File: src/dtc_consts.svh
`ifndef DTC_CONSTS_SVH
`define DTC_CONSTS_SVH
// ----------------------------------------------------------------
// register offsets
// ----------------------------------------------------------------
`define DTC_ADDR_CTRL 8'h88
`define DTC_ADDR_MODE 8'h89
`define DTC_ADDR_CH0_LOW 8'h8A
`define DTC_ADDR_CH1_LOW 8'h8B
`define DTC_ADDR_CH0_HIGH 8'h8C
`define DTC_ADDR_CH1_HIGH 8'h8D
`define DTC_ADDR_CLK 8'h8E
`define DTC_ADDR_PIN 8'hB5
`define DTC_ADDR_IRQ_STAT 8'hC0
`define DTC_ADDR_IRQ_MASK 8'hC1
// ----------------------------------------------------------------
// field positions
// ----------------------------------------------------------------
`define DTC_MODE_GATE0 3
`define DTC_MODE_FUNC0 2
`define DTC_MODE_GATE1 7
`define DTC_MODE_FUNC1 6
`define DTC_CTRL_RUN0 4
`define DTC_CTRL_FLAG0 5
`define DTC_CTRL_RUN1 6
`define DTC_CTRL_FLAG1 7
`define DTC_CLK_MODE0 3
`define DTC_CLK_MODE1 4
`define DTC_PIN_TOG0 2
`define DTC_PIN_TOG1 3
`define DTC_CTRL_WMASK 8'hF0
`define DTC_CLK_WMASK 8'h18
`define DTC_PIN_WMASK 8'h8D
`define DTC_IRQ_WMASK 8'h03
// ----------------------------------------------------------------
// reset values and timing
// ----------------------------------------------------------------
`define DTC_RST_BYTE 8'h00
`define DTC_PRESCALE 12
`endif

File: src/dtc_pkg.sv
package dtc_pkg;
  typedef enum logic [1:0] {
    DTC_M13 = 2'b00,
    DTC_M16 = 2'b01,
    DTC_M8AR = 2'b10,
    DTC_MSPLIT = 2'b11
  } dtc_mode_e;
endpackage

File: src/dtc_chan_if.sv
`timescale 1ns/1ps
`default_nettype none
interface dtc_chan_if;
  logic [7:0] low;
  logic [7:0] high;
  logic [1:0] mode;
  logic low_tick;
  logic high_tick;
  logic [7:0] low_nxt;
  logic [7:0] high_nxt;
  logic low_ovf;
  logic high_ovf;
  modport ctl (output low, high, mode, low_tick, high_tick, input low_nxt, high_nxt, low_ovf,
    high_ovf);
  modport cnt (input low, high, mode, low_tick, high_tick, output low_nxt, high_nxt, low_ovf,
    high_ovf);
endinterface
`default_nettype wire

File: src/dtc_counter.sv
`timescale 1ns/1ps
`default_nettype none
// ----------------------------------------------------------------
// next-count logic of one channel
// ----------------------------------------------------------------
module dtc_counter
  import dtc_pkg::*;
(
  dtc_chan_if.cnt ch
);
  logic [13:0] s13;
  logic [16:0] s16;
  logic [8:0] sl;
  logic [8:0] sh;
  always_comb begin
    s13 = {1'b0, ch.high, ch.low[4:0]} + 14'h0001;
    s16 = {1'b0, ch.high, ch.low} + 17'h00001;
    sl = {1'b0, ch.low} + 9'h001;
    sh = {1'b0, ch.high} + 9'h001;
    ch.low_nxt = ch.low;
    ch.high_nxt = ch.high;
    ch.low_ovf = 1'b0;
    ch.high_ovf = 1'b0;
    case (dtc_mode_e'(ch.mode))
      DTC_M13: begin
        if (ch.low_tick) begin
          ch.low_nxt = {ch.low[7:5], s13[4:0]}; // RULE16
          ch.high_nxt = s13[12:5];
          ch.low_ovf = s13[13];
        end
      end
      DTC_M16: begin
        if (ch.low_tick) begin
          ch.low_nxt = s16[7:0]; // RULE17
          ch.high_nxt = s16[15:8];
          ch.low_ovf = s16[16];
        end
      end
      DTC_M8AR: begin
        if (ch.low_tick) begin
          ch.low_nxt = sl[8] ? ch.high : sl[7:0]; // RULE18
          ch.low_ovf = sl[8];
        end
      end
      DTC_MSPLIT: begin
        if (ch.low_tick) begin
          ch.low_nxt = sl[7:0]; // RULE12
          ch.low_ovf = sl[8];
        end
        if (ch.high_tick) begin
          ch.high_nxt = sh[7:0];
          ch.high_ovf = sh[8];
        end
      end
      default: begin
        ch.low_nxt = ch.low;
      end
    endcase
  end
endmodule
`default_nettype wire

File: src/dtc_top.sv
// Our own choice: strobed register access.
`timescale 1ns/1ps
`default_nettype none
`include "dtc_consts.svh"
// How it works
// (RULE1) each channel counts in a high byte and a low byte, both addressable
// (RULE2) function bit picks internal ticks or count-pin falling edges
// (RULE3) timer tick is clock divided by twelve, or clock itself
// (RULE4) pin sampled each clock; high then low counts once
// (RULE5) toggle enable inverts the count pin on every overflow
// (RULE6) pin drives high after toggle enable until first overflow
// (RULE7) software enables toggle only in timer function
// (RULE8) byte registers accessed independently, no coherence latch
// (RULE9) software should stop a channel before touching its bytes
// (RULE10) gate bit makes counting also need the interrupt pin high
// (RULE11) channel 1 modes: 13-bit, 16-bit, 8-bit reload, halt
// (RULE12) channel 0 mode 11 splits into two 8-bit counters
// (RULE13) mode register holds all fields read/write, resets to zero
// (RULE14) run bit clear halts and keeps count; set enables counting
// (RULE15) overflow sets flag; service ack clears; software may write it
// (RULE16) 13-bit mode uses high byte and five low bits
// (RULE17) 16-bit mode overflows from FFFF to 0000
// (RULE18) 8-bit mode reloads low byte from high byte on overflow
// (RULE19) split high byte uses channel 1 run bit and flag
module dtc_top
  import dtc_pkg::*;
(
  // clock and reset
  input wire logic mclk_i,
  input wire logic sys_rst_i,
  // register port
  input wire logic [7:0] addr_i,
  input wire logic [7:0] wdata_i,
  input wire logic wr_i,
  input wire logic rd_i,
  output logic [7:0] rdata_o,
  // interrupt service acknowledges
  input wire logic ch0_irq_ack_i,
  input wire logic ch1_irq_ack_i,
  // pins
  input wire logic ext_irq0_pin_i,
  input wire logic ext_irq1_pin_i,
  input wire logic ch0_count_pin_i,
  input wire logic ch1_count_pin_i,
  output logic ch0_count_pin_o,
  output logic ch0_count_pin_oe_o,
  output logic ch1_count_pin_o,
  output logic ch1_count_pin_oe_o,
  // interrupt
  output logic irq_o
);
  // ----------------------------------------------------------------
  // registers
  // ----------------------------------------------------------------
  logic [7:0] timer_mode_select_r, timer_mode_select_nxt;
  logic [7:0] timer_control_reg_r, timer_control_reg_nxt;
  logic [7:0] clock_control_reg_r, clock_control_reg_nxt;
  logic [7:0] pin_setting_r, pin_setting_nxt;
  logic [7:0] ch0_count_low_r, ch0_count_low_nxt;
  logic [7:0] ch0_count_high_r, ch0_count_high_nxt;
  logic [7:0] ch1_count_low_r, ch1_count_low_nxt;
  logic [7:0] ch1_count_high_r, ch1_count_high_nxt;
  logic [1:0] irq_stat_r, irq_stat_nxt;
  logic [1:0] irq_mask_r, irq_mask_nxt;
  logic [1:0] tog_r, tog_nxt;
  logic [7:0] rdata_r, rdata_nxt;
  logic [3:0] pre_r, pre_nxt;
  logic [2:0] p0_sync_r, p0_sync_nxt;
  logic [2:0] p1_sync_r, p1_sync_nxt;
  logic [2:0] g0_sync_r, g0_sync_nxt;
  logic [2:0] g1_sync_r, g1_sync_nxt;
  logic p0_lvl_r, p0_lvl_nxt;
  logic p1_lvl_r, p1_lvl_nxt;
  logic p0_prev_r, p0_prev_nxt;
  logic p1_prev_r, p1_prev_nxt;
  logic g0_lvl_r, g0_lvl_nxt;
  logic g1_lvl_r, g1_lvl_nxt;
  // ----------------------------------------------------------------
  // tick generation
  // ----------------------------------------------------------------
  logic pre_en, fall0, fall1, gate0, gate1;
  logic run0, run1, t0_tick, t1_tick, c0_tick, c0h_tick, c1_tick;
  assign pre_en = (pre_r == 4'(`DTC_PRESCALE - 1)); // RULE3
  assign fall0 = p0_prev_r & ~p0_lvl_r; // RULE4
  assign fall1 = p1_prev_r & ~p1_lvl_r;
  assign gate0 = ~timer_mode_select_r[`DTC_MODE_GATE0] | g0_lvl_r; // RULE10
  assign gate1 = ~timer_mode_select_r[`DTC_MODE_GATE1] | g1_lvl_r;
  assign run0 = timer_control_reg_r[`DTC_CTRL_RUN0] & gate0; // RULE14
  assign run1 = timer_control_reg_r[`DTC_CTRL_RUN1] & gate1;
  assign t0_tick = clock_control_reg_r[`DTC_CLK_MODE0] | pre_en; // RULE3
  assign t1_tick = clock_control_reg_r[`DTC_CLK_MODE1] | pre_en;
  assign c0_tick = run0 &
    (timer_mode_select_r[`DTC_MODE_FUNC0] ? fall0 : t0_tick); // RULE2
  assign c0h_tick = timer_control_reg_r[`DTC_CTRL_RUN1] & t0_tick; // RULE19
  assign c1_tick = run1 & (timer_mode_select_r[5:4] != DTC_MSPLIT) &
    (timer_mode_select_r[`DTC_MODE_FUNC1] ? fall1 : t1_tick); // RULE11
  // ----------------------------------------------------------------
  // channel counters
  // ----------------------------------------------------------------
  dtc_chan_if ch0 ();
  dtc_chan_if ch1 ();
  assign ch0.low = ch0_count_low_r;
  assign ch0.high = ch0_count_high_r;
  assign ch0.mode = timer_mode_select_r[1:0]; // RULE12
  assign ch0.low_tick = c0_tick;
  assign ch0.high_tick = c0h_tick;
  assign ch1.low = ch1_count_low_r;
  assign ch1.high = ch1_count_high_r;
  assign ch1.mode = timer_mode_select_r[5:4]; // RULE11
  assign ch1.low_tick = c1_tick;
  assign ch1.high_tick = 1'b0;
  dtc_counter u_cnt0 (.ch(ch0));
  dtc_counter u_cnt1 (.ch(ch1));
  logic split0, ovf0, ovf1;
  assign split0 = (timer_mode_select_r[1:0] == DTC_MSPLIT);
  assign ovf0 = ch0.low_ovf;
  assign ovf1 = ch1.low_ovf | (split0 & ch0.high_ovf); // RULE19
  // ----------------------------------------------------------------
  // next state
  // ----------------------------------------------------------------
  logic [7:0] ctrl_w;
  always_comb begin
    pre_nxt = pre_en ? 4'h0 : pre_r + 4'h1;
    p0_sync_nxt = {p0_sync_r[1:0], ch0_count_pin_i};
    p1_sync_nxt = {p1_sync_r[1:0], ch1_count_pin_i};
    g0_sync_nxt = {g0_sync_r[1:0], ext_irq0_pin_i};
    g1_sync_nxt = {g1_sync_r[1:0], ext_irq1_pin_i};
    p0_lvl_nxt = (p0_sync_r[2] == p0_sync_r[1]) ? p0_sync_r[2] : p0_lvl_r;
    p1_lvl_nxt = (p1_sync_r[2] == p1_sync_r[1]) ? p1_sync_r[2] : p1_lvl_r;
    g0_lvl_nxt = (g0_sync_r[2] == g0_sync_r[1]) ? g0_sync_r[2] : g0_lvl_r;
    g1_lvl_nxt = (g1_sync_r[2] == g1_sync_r[1]) ? g1_sync_r[2] : g1_lvl_r;
    p0_prev_nxt = p0_lvl_r;
    p1_prev_nxt = p1_lvl_r;
    timer_mode_select_nxt = timer_mode_select_r;
    clock_control_reg_nxt = clock_control_reg_r;
    pin_setting_nxt = pin_setting_r;
    irq_mask_nxt = irq_mask_r;
    ch0_count_low_nxt = ch0.low_nxt; // RULE1
    ch0_count_high_nxt = ch0.high_nxt;
    ch1_count_low_nxt = ch1.low_nxt;
    ch1_count_high_nxt = ch1.high_nxt;
    ctrl_w = timer_control_reg_r;
    if (wr_i) begin
      case (addr_i)
        `DTC_ADDR_MODE: timer_mode_select_nxt = wdata_i; // RULE13
        `DTC_ADDR_CTRL: ctrl_w = (wdata_i & `DTC_CTRL_WMASK) |
          (timer_control_reg_r & ~`DTC_CTRL_WMASK);
        `DTC_ADDR_CLK: clock_control_reg_nxt = wdata_i & `DTC_CLK_WMASK;
        `DTC_ADDR_PIN: pin_setting_nxt = wdata_i & `DTC_PIN_WMASK;
        `DTC_ADDR_CH0_LOW: ch0_count_low_nxt = wdata_i; // RULE8
        `DTC_ADDR_CH0_HIGH: ch0_count_high_nxt = wdata_i;
        `DTC_ADDR_CH1_LOW: ch1_count_low_nxt = wdata_i;
        `DTC_ADDR_CH1_HIGH: ch1_count_high_nxt = wdata_i;
        `DTC_ADDR_IRQ_MASK: irq_mask_nxt = wdata_i[1:0] & 2'(`DTC_IRQ_WMASK);
        default: ctrl_w = timer_control_reg_r;
      endcase
    end
    timer_control_reg_nxt = ctrl_w;
    if (ch0_irq_ack_i) begin
      timer_control_reg_nxt[`DTC_CTRL_FLAG0] = 1'b0; // RULE15
    end
    if (ch1_irq_ack_i) begin
      timer_control_reg_nxt[`DTC_CTRL_FLAG1] = 1'b0;
    end
    if (ovf0) begin
      timer_control_reg_nxt[`DTC_CTRL_FLAG0] = 1'b1; // RULE15
    end
    if (ovf1) begin
      timer_control_reg_nxt[`DTC_CTRL_FLAG1] = 1'b1;
    end
    irq_stat_nxt = irq_stat_r;
    if (wr_i && addr_i == `DTC_ADDR_IRQ_STAT) begin
      irq_stat_nxt = irq_stat_r & ~wdata_i[1:0];
    end
    irq_stat_nxt = irq_stat_nxt | {ovf1, ovf0};
    tog_nxt = tog_r;
    if (!pin_setting_r[`DTC_PIN_TOG0]) begin
      tog_nxt[0] = 1'b1; // RULE6
    end else if (ovf0) begin
      tog_nxt[0] = ~tog_r[0]; // RULE5
    end
    if (!pin_setting_r[`DTC_PIN_TOG1]) begin
      tog_nxt[1] = 1'b1;
    end else if (ovf1) begin
      tog_nxt[1] = ~tog_r[1];
    end
    rdata_nxt = `DTC_RST_BYTE;
    if (rd_i) begin
      case (addr_i)
        `DTC_ADDR_MODE: rdata_nxt = timer_mode_select_r;
        `DTC_ADDR_CTRL: rdata_nxt = timer_control_reg_r;
        `DTC_ADDR_CLK: rdata_nxt = clock_control_reg_r;
        `DTC_ADDR_PIN: rdata_nxt = pin_setting_r;
        `DTC_ADDR_CH0_LOW: rdata_nxt = ch0_count_low_r; // RULE8
        `DTC_ADDR_CH0_HIGH: rdata_nxt = ch0_count_high_r;
        `DTC_ADDR_CH1_LOW: rdata_nxt = ch1_count_low_r;
        `DTC_ADDR_CH1_HIGH: rdata_nxt = ch1_count_high_r;
        `DTC_ADDR_IRQ_STAT: rdata_nxt = {6'h00, irq_stat_r};
        `DTC_ADDR_IRQ_MASK: rdata_nxt = {6'h00, irq_mask_r};
        default: rdata_nxt = `DTC_RST_BYTE;
      endcase
    end
  end
  // ----------------------------------------------------------------
  // state registers
  // ----------------------------------------------------------------
  always_ff @(posedge mclk_i) begin
    if (sys_rst_i) begin
      timer_mode_select_r <= `DTC_RST_BYTE; // RULE13
      timer_control_reg_r <= `DTC_RST_BYTE;
      clock_control_reg_r <= `DTC_RST_BYTE;
      pin_setting_r <= `DTC_RST_BYTE;
      ch0_count_low_r <= `DTC_RST_BYTE;
      ch0_count_high_r <= `DTC_RST_BYTE;
      ch1_count_low_r <= `DTC_RST_BYTE;
      ch1_count_high_r <= `DTC_RST_BYTE;
      irq_stat_r <= 2'h0;
      irq_mask_r <= 2'h0;
      tog_r <= 2'h3;
      rdata_r <= `DTC_RST_BYTE;
      pre_r <= 4'h0;
      p0_sync_r <= 3'h7;
      p1_sync_r <= 3'h7;
      g0_sync_r <= 3'h0;
      g1_sync_r <= 3'h0;
      p0_lvl_r <= 1'b1;
      p1_lvl_r <= 1'b1;
      g0_lvl_r <= 1'b0;
      g1_lvl_r <= 1'b0;
      p0_prev_r <= 1'b1;
      p1_prev_r <= 1'b1;
    end else begin
      timer_mode_select_r <= timer_mode_select_nxt;
      timer_control_reg_r <= timer_control_reg_nxt;
      clock_control_reg_r <= clock_control_reg_nxt;
      pin_setting_r <= pin_setting_nxt;
      ch0_count_low_r <= ch0_count_low_nxt;
      ch0_count_high_r <= ch0_count_high_nxt;
      ch1_count_low_r <= ch1_count_low_nxt;
      ch1_count_high_r <= ch1_count_high_nxt;
      irq_stat_r <= irq_stat_nxt;
      irq_mask_r <= irq_mask_nxt;
      tog_r <= tog_nxt;
      rdata_r <= rdata_nxt;
      pre_r <= pre_nxt;
      p0_sync_r <= p0_sync_nxt;
      p1_sync_r <= p1_sync_nxt;
      g0_sync_r <= g0_sync_nxt;
      g1_sync_r <= g1_sync_nxt;
      p0_lvl_r <= p0_lvl_nxt;
      p1_lvl_r <= p1_lvl_nxt;
      g0_lvl_r <= g0_lvl_nxt;
      g1_lvl_r <= g1_lvl_nxt;
      p0_prev_r <= p0_prev_nxt;
      p1_prev_r <= p1_prev_nxt;
    end
  end
  // ----------------------------------------------------------------
  // outputs
  // ----------------------------------------------------------------
  assign rdata_o = rdata_r;
  assign irq_o = |(irq_stat_r & irq_mask_r);
  assign ch0_count_pin_o = tog_r[0]; // RULE5
  assign ch1_count_pin_o = tog_r[1];
  assign ch0_count_pin_oe_o = pin_setting_r[`DTC_PIN_TOG0]; // RULE7
  assign ch1_count_pin_oe_o = pin_setting_r[`DTC_PIN_TOG1];
endmodule
`default_nettype wire

File: config.mk
export PLATFORM = sky130hd
export DESIGN_NAME = dtc_top
export DESIGN_NICKNAME = d
export VERILOG_FILES = /design/src/dtc_pkg.sv /design/src/dtc_chan_if.sv /design/src/dtc_counter.sv /design/src/dtc_top.sv
export VERILOG_INCLUDE_DIRS = /design/src
export SDC_FILE = /design/constraint.sdc
export NUM_CORES = 1
export LEC_CHECK = 0
export BUFFER_PORTS_ARGS = -buffer_cell sky130_fd_sc_hd__buf_4
export CAP_MARGIN = 15
export CORE_UTILIZATION = 60
export DETAILED_ROUTE_END_ITERATION = 8
export GPL_TIMING_DRIVEN = 0
export PLACE_DENSITY = 0.85
export SKIP_LAST_GASP = 1
export SLEW_MARGIN = 20
export SYNTH_ARGS = -nofsm -noshare
export SYNTH_HDL_FRONTEND = slang
export SYNTH_SLANG_ARGS = --single-unit
File: constraint.sdc
create_clock -name mclk_i -period 2.5 [get_ports mclk_i]
set_input_delay 0.125 -clock mclk_i [delete_from_list [all_inputs] [get_ports mclk_i]]
set_output_delay 0.125 -clock mclk_i [all_outputs]
set_load 0.01 [all_outputs]
==> results.json <==
{
  "layout-drive-gt1-share_pct": 15.2,
  "drcViolationCount": 0,
  "grtUsageTotal_pct": 37.7,
  "die_area_mm2": 0.00861,
  "path_clk_slew_ns": 0.10,
  "cts_tree": "done",
  "design_area_mm2": 0.00559,
  "wl_per_cell_um": 20.9,
  "netlist_area_mm2": 0.00495,
  "clockBufferDepth": 2,
  "cp.required_ns": 2.76,
  "ioPinCount": 39,
  "hold_depth": 3,
  "antenna_found_initial": 0,
  "slew_headroom_pct": 53.3,
  "place_area_mm2": 0.00532,
  "areaGrowthSynthToFinish_pct": 13.0,
  "clock-sinks": 86,
  "path_max_fanout": 10,
  "maxCapViolations": 0,
  "reg2reg_depth": 8,
  "fmax_ghz": 0.418,
  "row_count": 32,
  "startpoint_type": "register",
  "core_area_mm2": 0.00785,
  "io_buffers": 32,
  "yosysTopAreaCell": "dfxtp_1",
  "grt_pass1_wl_um": 24800,
  "initial_utilization_pct": 63.0,
  "power_density_mw_per_mm2": 460,
  "fin_crit_ns": 2.39,
  "vias": 5298,
  "drt_iter0_drc": 531,
  "ant_nets": 0,
  "synth-seq-area-share_pct": 34.8,
  "die-width_um": 92.8,
  "hold_path.class": "input pin to register",
  "async_reset_ff_share_pct": 0,
  "gp_congestion": 1.00,
  "cts_max_level": 3,
  "cp.arrival_ns": 2.66,
  "finClkSkew_ns": 0.00821,
  "drv_slew": 0,
  "dpl.hpwl_um": 11300,
  "synthTopCellsByCount": "dfxtp_1, nor2_1, nand2_1",
  "clock_latency_ns": 0.38,
  "synth-edff-count": 0,
  "synth_cell_types": 73,
  "pre_cts_ws_ns": 0.174,
  "status": "completed",
  "setup_violations": 0,
  "fin_crit_sh_pct": 95.8,
  "hold_violations": 0,
  "tightest_slew_ns": 0.700,
  "cts_root_buf": "clkbuf_8",
  "path_class": "register to register",
  "synth.area.top_cells": "dfxtp_1, nor2_1, nand2_1, nand3_1, a21oi_1",
  "grt-ovfl-total": 0,
  "syn_avg_cell_area_um2": 8.08,
  "ys_ff_latch": 86,
  "final_nets": 691,
  "via_per_inst": 6.90,
  "fin_ws_ns": 0.105,
  "setup_tns_ns": 0,
  "synth_top_cell_area_share_pct": 34.8,
  "diodes": 0,
  "die_h_um": 92.8,
  "power_leakage_uw": 0.00192,
  "grt_max_degree": 19,
  "synth.most_common_cell": "dfxtp_1",
  "end_kind": "register",
  "cts_buffers": 9,
  "synth_fp_nets": 642,
  "drt_wl_total_um": 16000,
  "grt_pass1_vias": 4817,
  "dr.pass1.iters": 7,
  "synth_warnings": 0,
  "synth_ff_type": "dfxtp_1",
  "ff2ff_setup_slack_ns": 0.11,
  "ir_worst_vdd_mv": 0.334,
  "syn_inst": 612,
  "rsz0062_at_grt": "false"
}
==> cell families after synthesis <==
| group | count (synthesis) | synth area share, % |
|---|---|---|
| simple gates | 263 | 27.6 |
| compound gates | 159 | 23.5 |
| flops | 86 | 34.8 |
| buf+inv | 62 | 5.41 |
| mux | 20 | 4.45 |
| xor+xnor | 18 | 3.19 |
| fa+ha+maj | 4 | 1.01 |
==> cell usage in the layout, fill, tap and decap left out, types with 4 or more instances in the layout <==
cell,Yosys,layout
o21ai_0,24,24
a31oi_1,5,5
or2_2,10,10
a211oi_1,12,12
nand2b_1,4,4
xnor2_1,15,15
and3_1,13,13
mux2_2,5,5
a22o_1,11,11
and4_1,5,5
nor3_1,18,18
clkbuf_8,0,9
nand3_1,40,40
inv_1,19,19
dlygate4sd3_1,0,4
buf_4,0,34
nor2b_1,9,9
a21oi_1,38,38
nand2_1,60,60
a221oi_1,8,8
nand4_1,10,10
ha_1,4,4
nor2_1,61,61
o22ai_1,14,13
mux2i_1,13,13
buf_2,10,10
clkbuf_1,27,27
or3_1,4,4
a22oi_1,9,9
dfxtp_1,86,86
a32oi_1,4,4
==> stage by stage <==
stage	util, %	power (µW)	cells	hold WS, ns
finish	71.2	2570	768	0.0235
global placement	67.7	1590	746	0.311
CTS	70.8	2560	766	0.0279
floorplan	-	1520	612	0.229
global route	71.2	2640	768	0.0551
detailed placement	67.7	1600	746	0.314
==> metal layers <==
layer | part of all wire, % | GRT usage [%]
met5 | 0 | 0
met3 | 12 | 9.93
met1 | 37 | 46.5
met4 | 6.2 | 22.3
met2 | 44 | 58.8
==> power by group <==
group          switching (µW)  total, µW  internal [µW]
Sequential               14.1       1400           1390
Combinational             116        181           64.3
Clock                     600        994            393
==> final timing paths <==
check                                    from                endpoint
worst max register to register       pre_r[0]              ch1.low[6]
worst min register to register   p0_sync_r[0]            p0_sync_r[1]
worst max-delay path                 pre_r[0]              ch1.low[6]
worst min-delay path            ch0_irq_ack_i  timer_control_reg_r[5]
==> cell type report <==
cell class | count | area (µm²)
Clock buffer | 9 | 124
Multi-Input combinational cell | 464 | 2980
Timing Repair Buffer | 38 | 295
Clock inverter | 7 | 75.1
Buffer | 43 | 196
Fill cell | 647 | 2260
Tap cell | 102 | 128
Sequential cell | 86 | 1720
Inverter | 19 | 71.3
==> worst max-delay path, stage by stage (launching register included) <==
cell and delay (ns):
dfxtp_1 0.36, ha_1 0.21, and3b_1 0.37, or3_4 0.23, nand3_1 0.10, buf_2 0.22, nor4b_1 0.45, mux2i_1 0.24
o22ai_1 0.09
==> flip-flops by register name (all words and copies together) (netlist names), 2 cells and up <==
signal               flops
irq_stat_r               2
timer_control_reg_r      4
clock_control_reg_r      2
g0_sync_r                3
pre_r                    4
ch1.low                  8
pin_setting_r            4
tog_r                    2
timer_mode_select_r      8
ch0.low                  8
p0_sync_r                3
rdata_o                  8
p1_sync_r                3
g1_sync_r                3
ch0.high                 8
ch1.high                 8
irq_mask_r               2
==> repair_timing <==
action	CTS	global route
hold buffers	4	0
endpoints found under the hold margin	4	0
resized for setup	0	3
endpoints found under the setup margin	0	3
buffers inserted	0	2
Note: power is estimated with default switching activity, not from simulation.
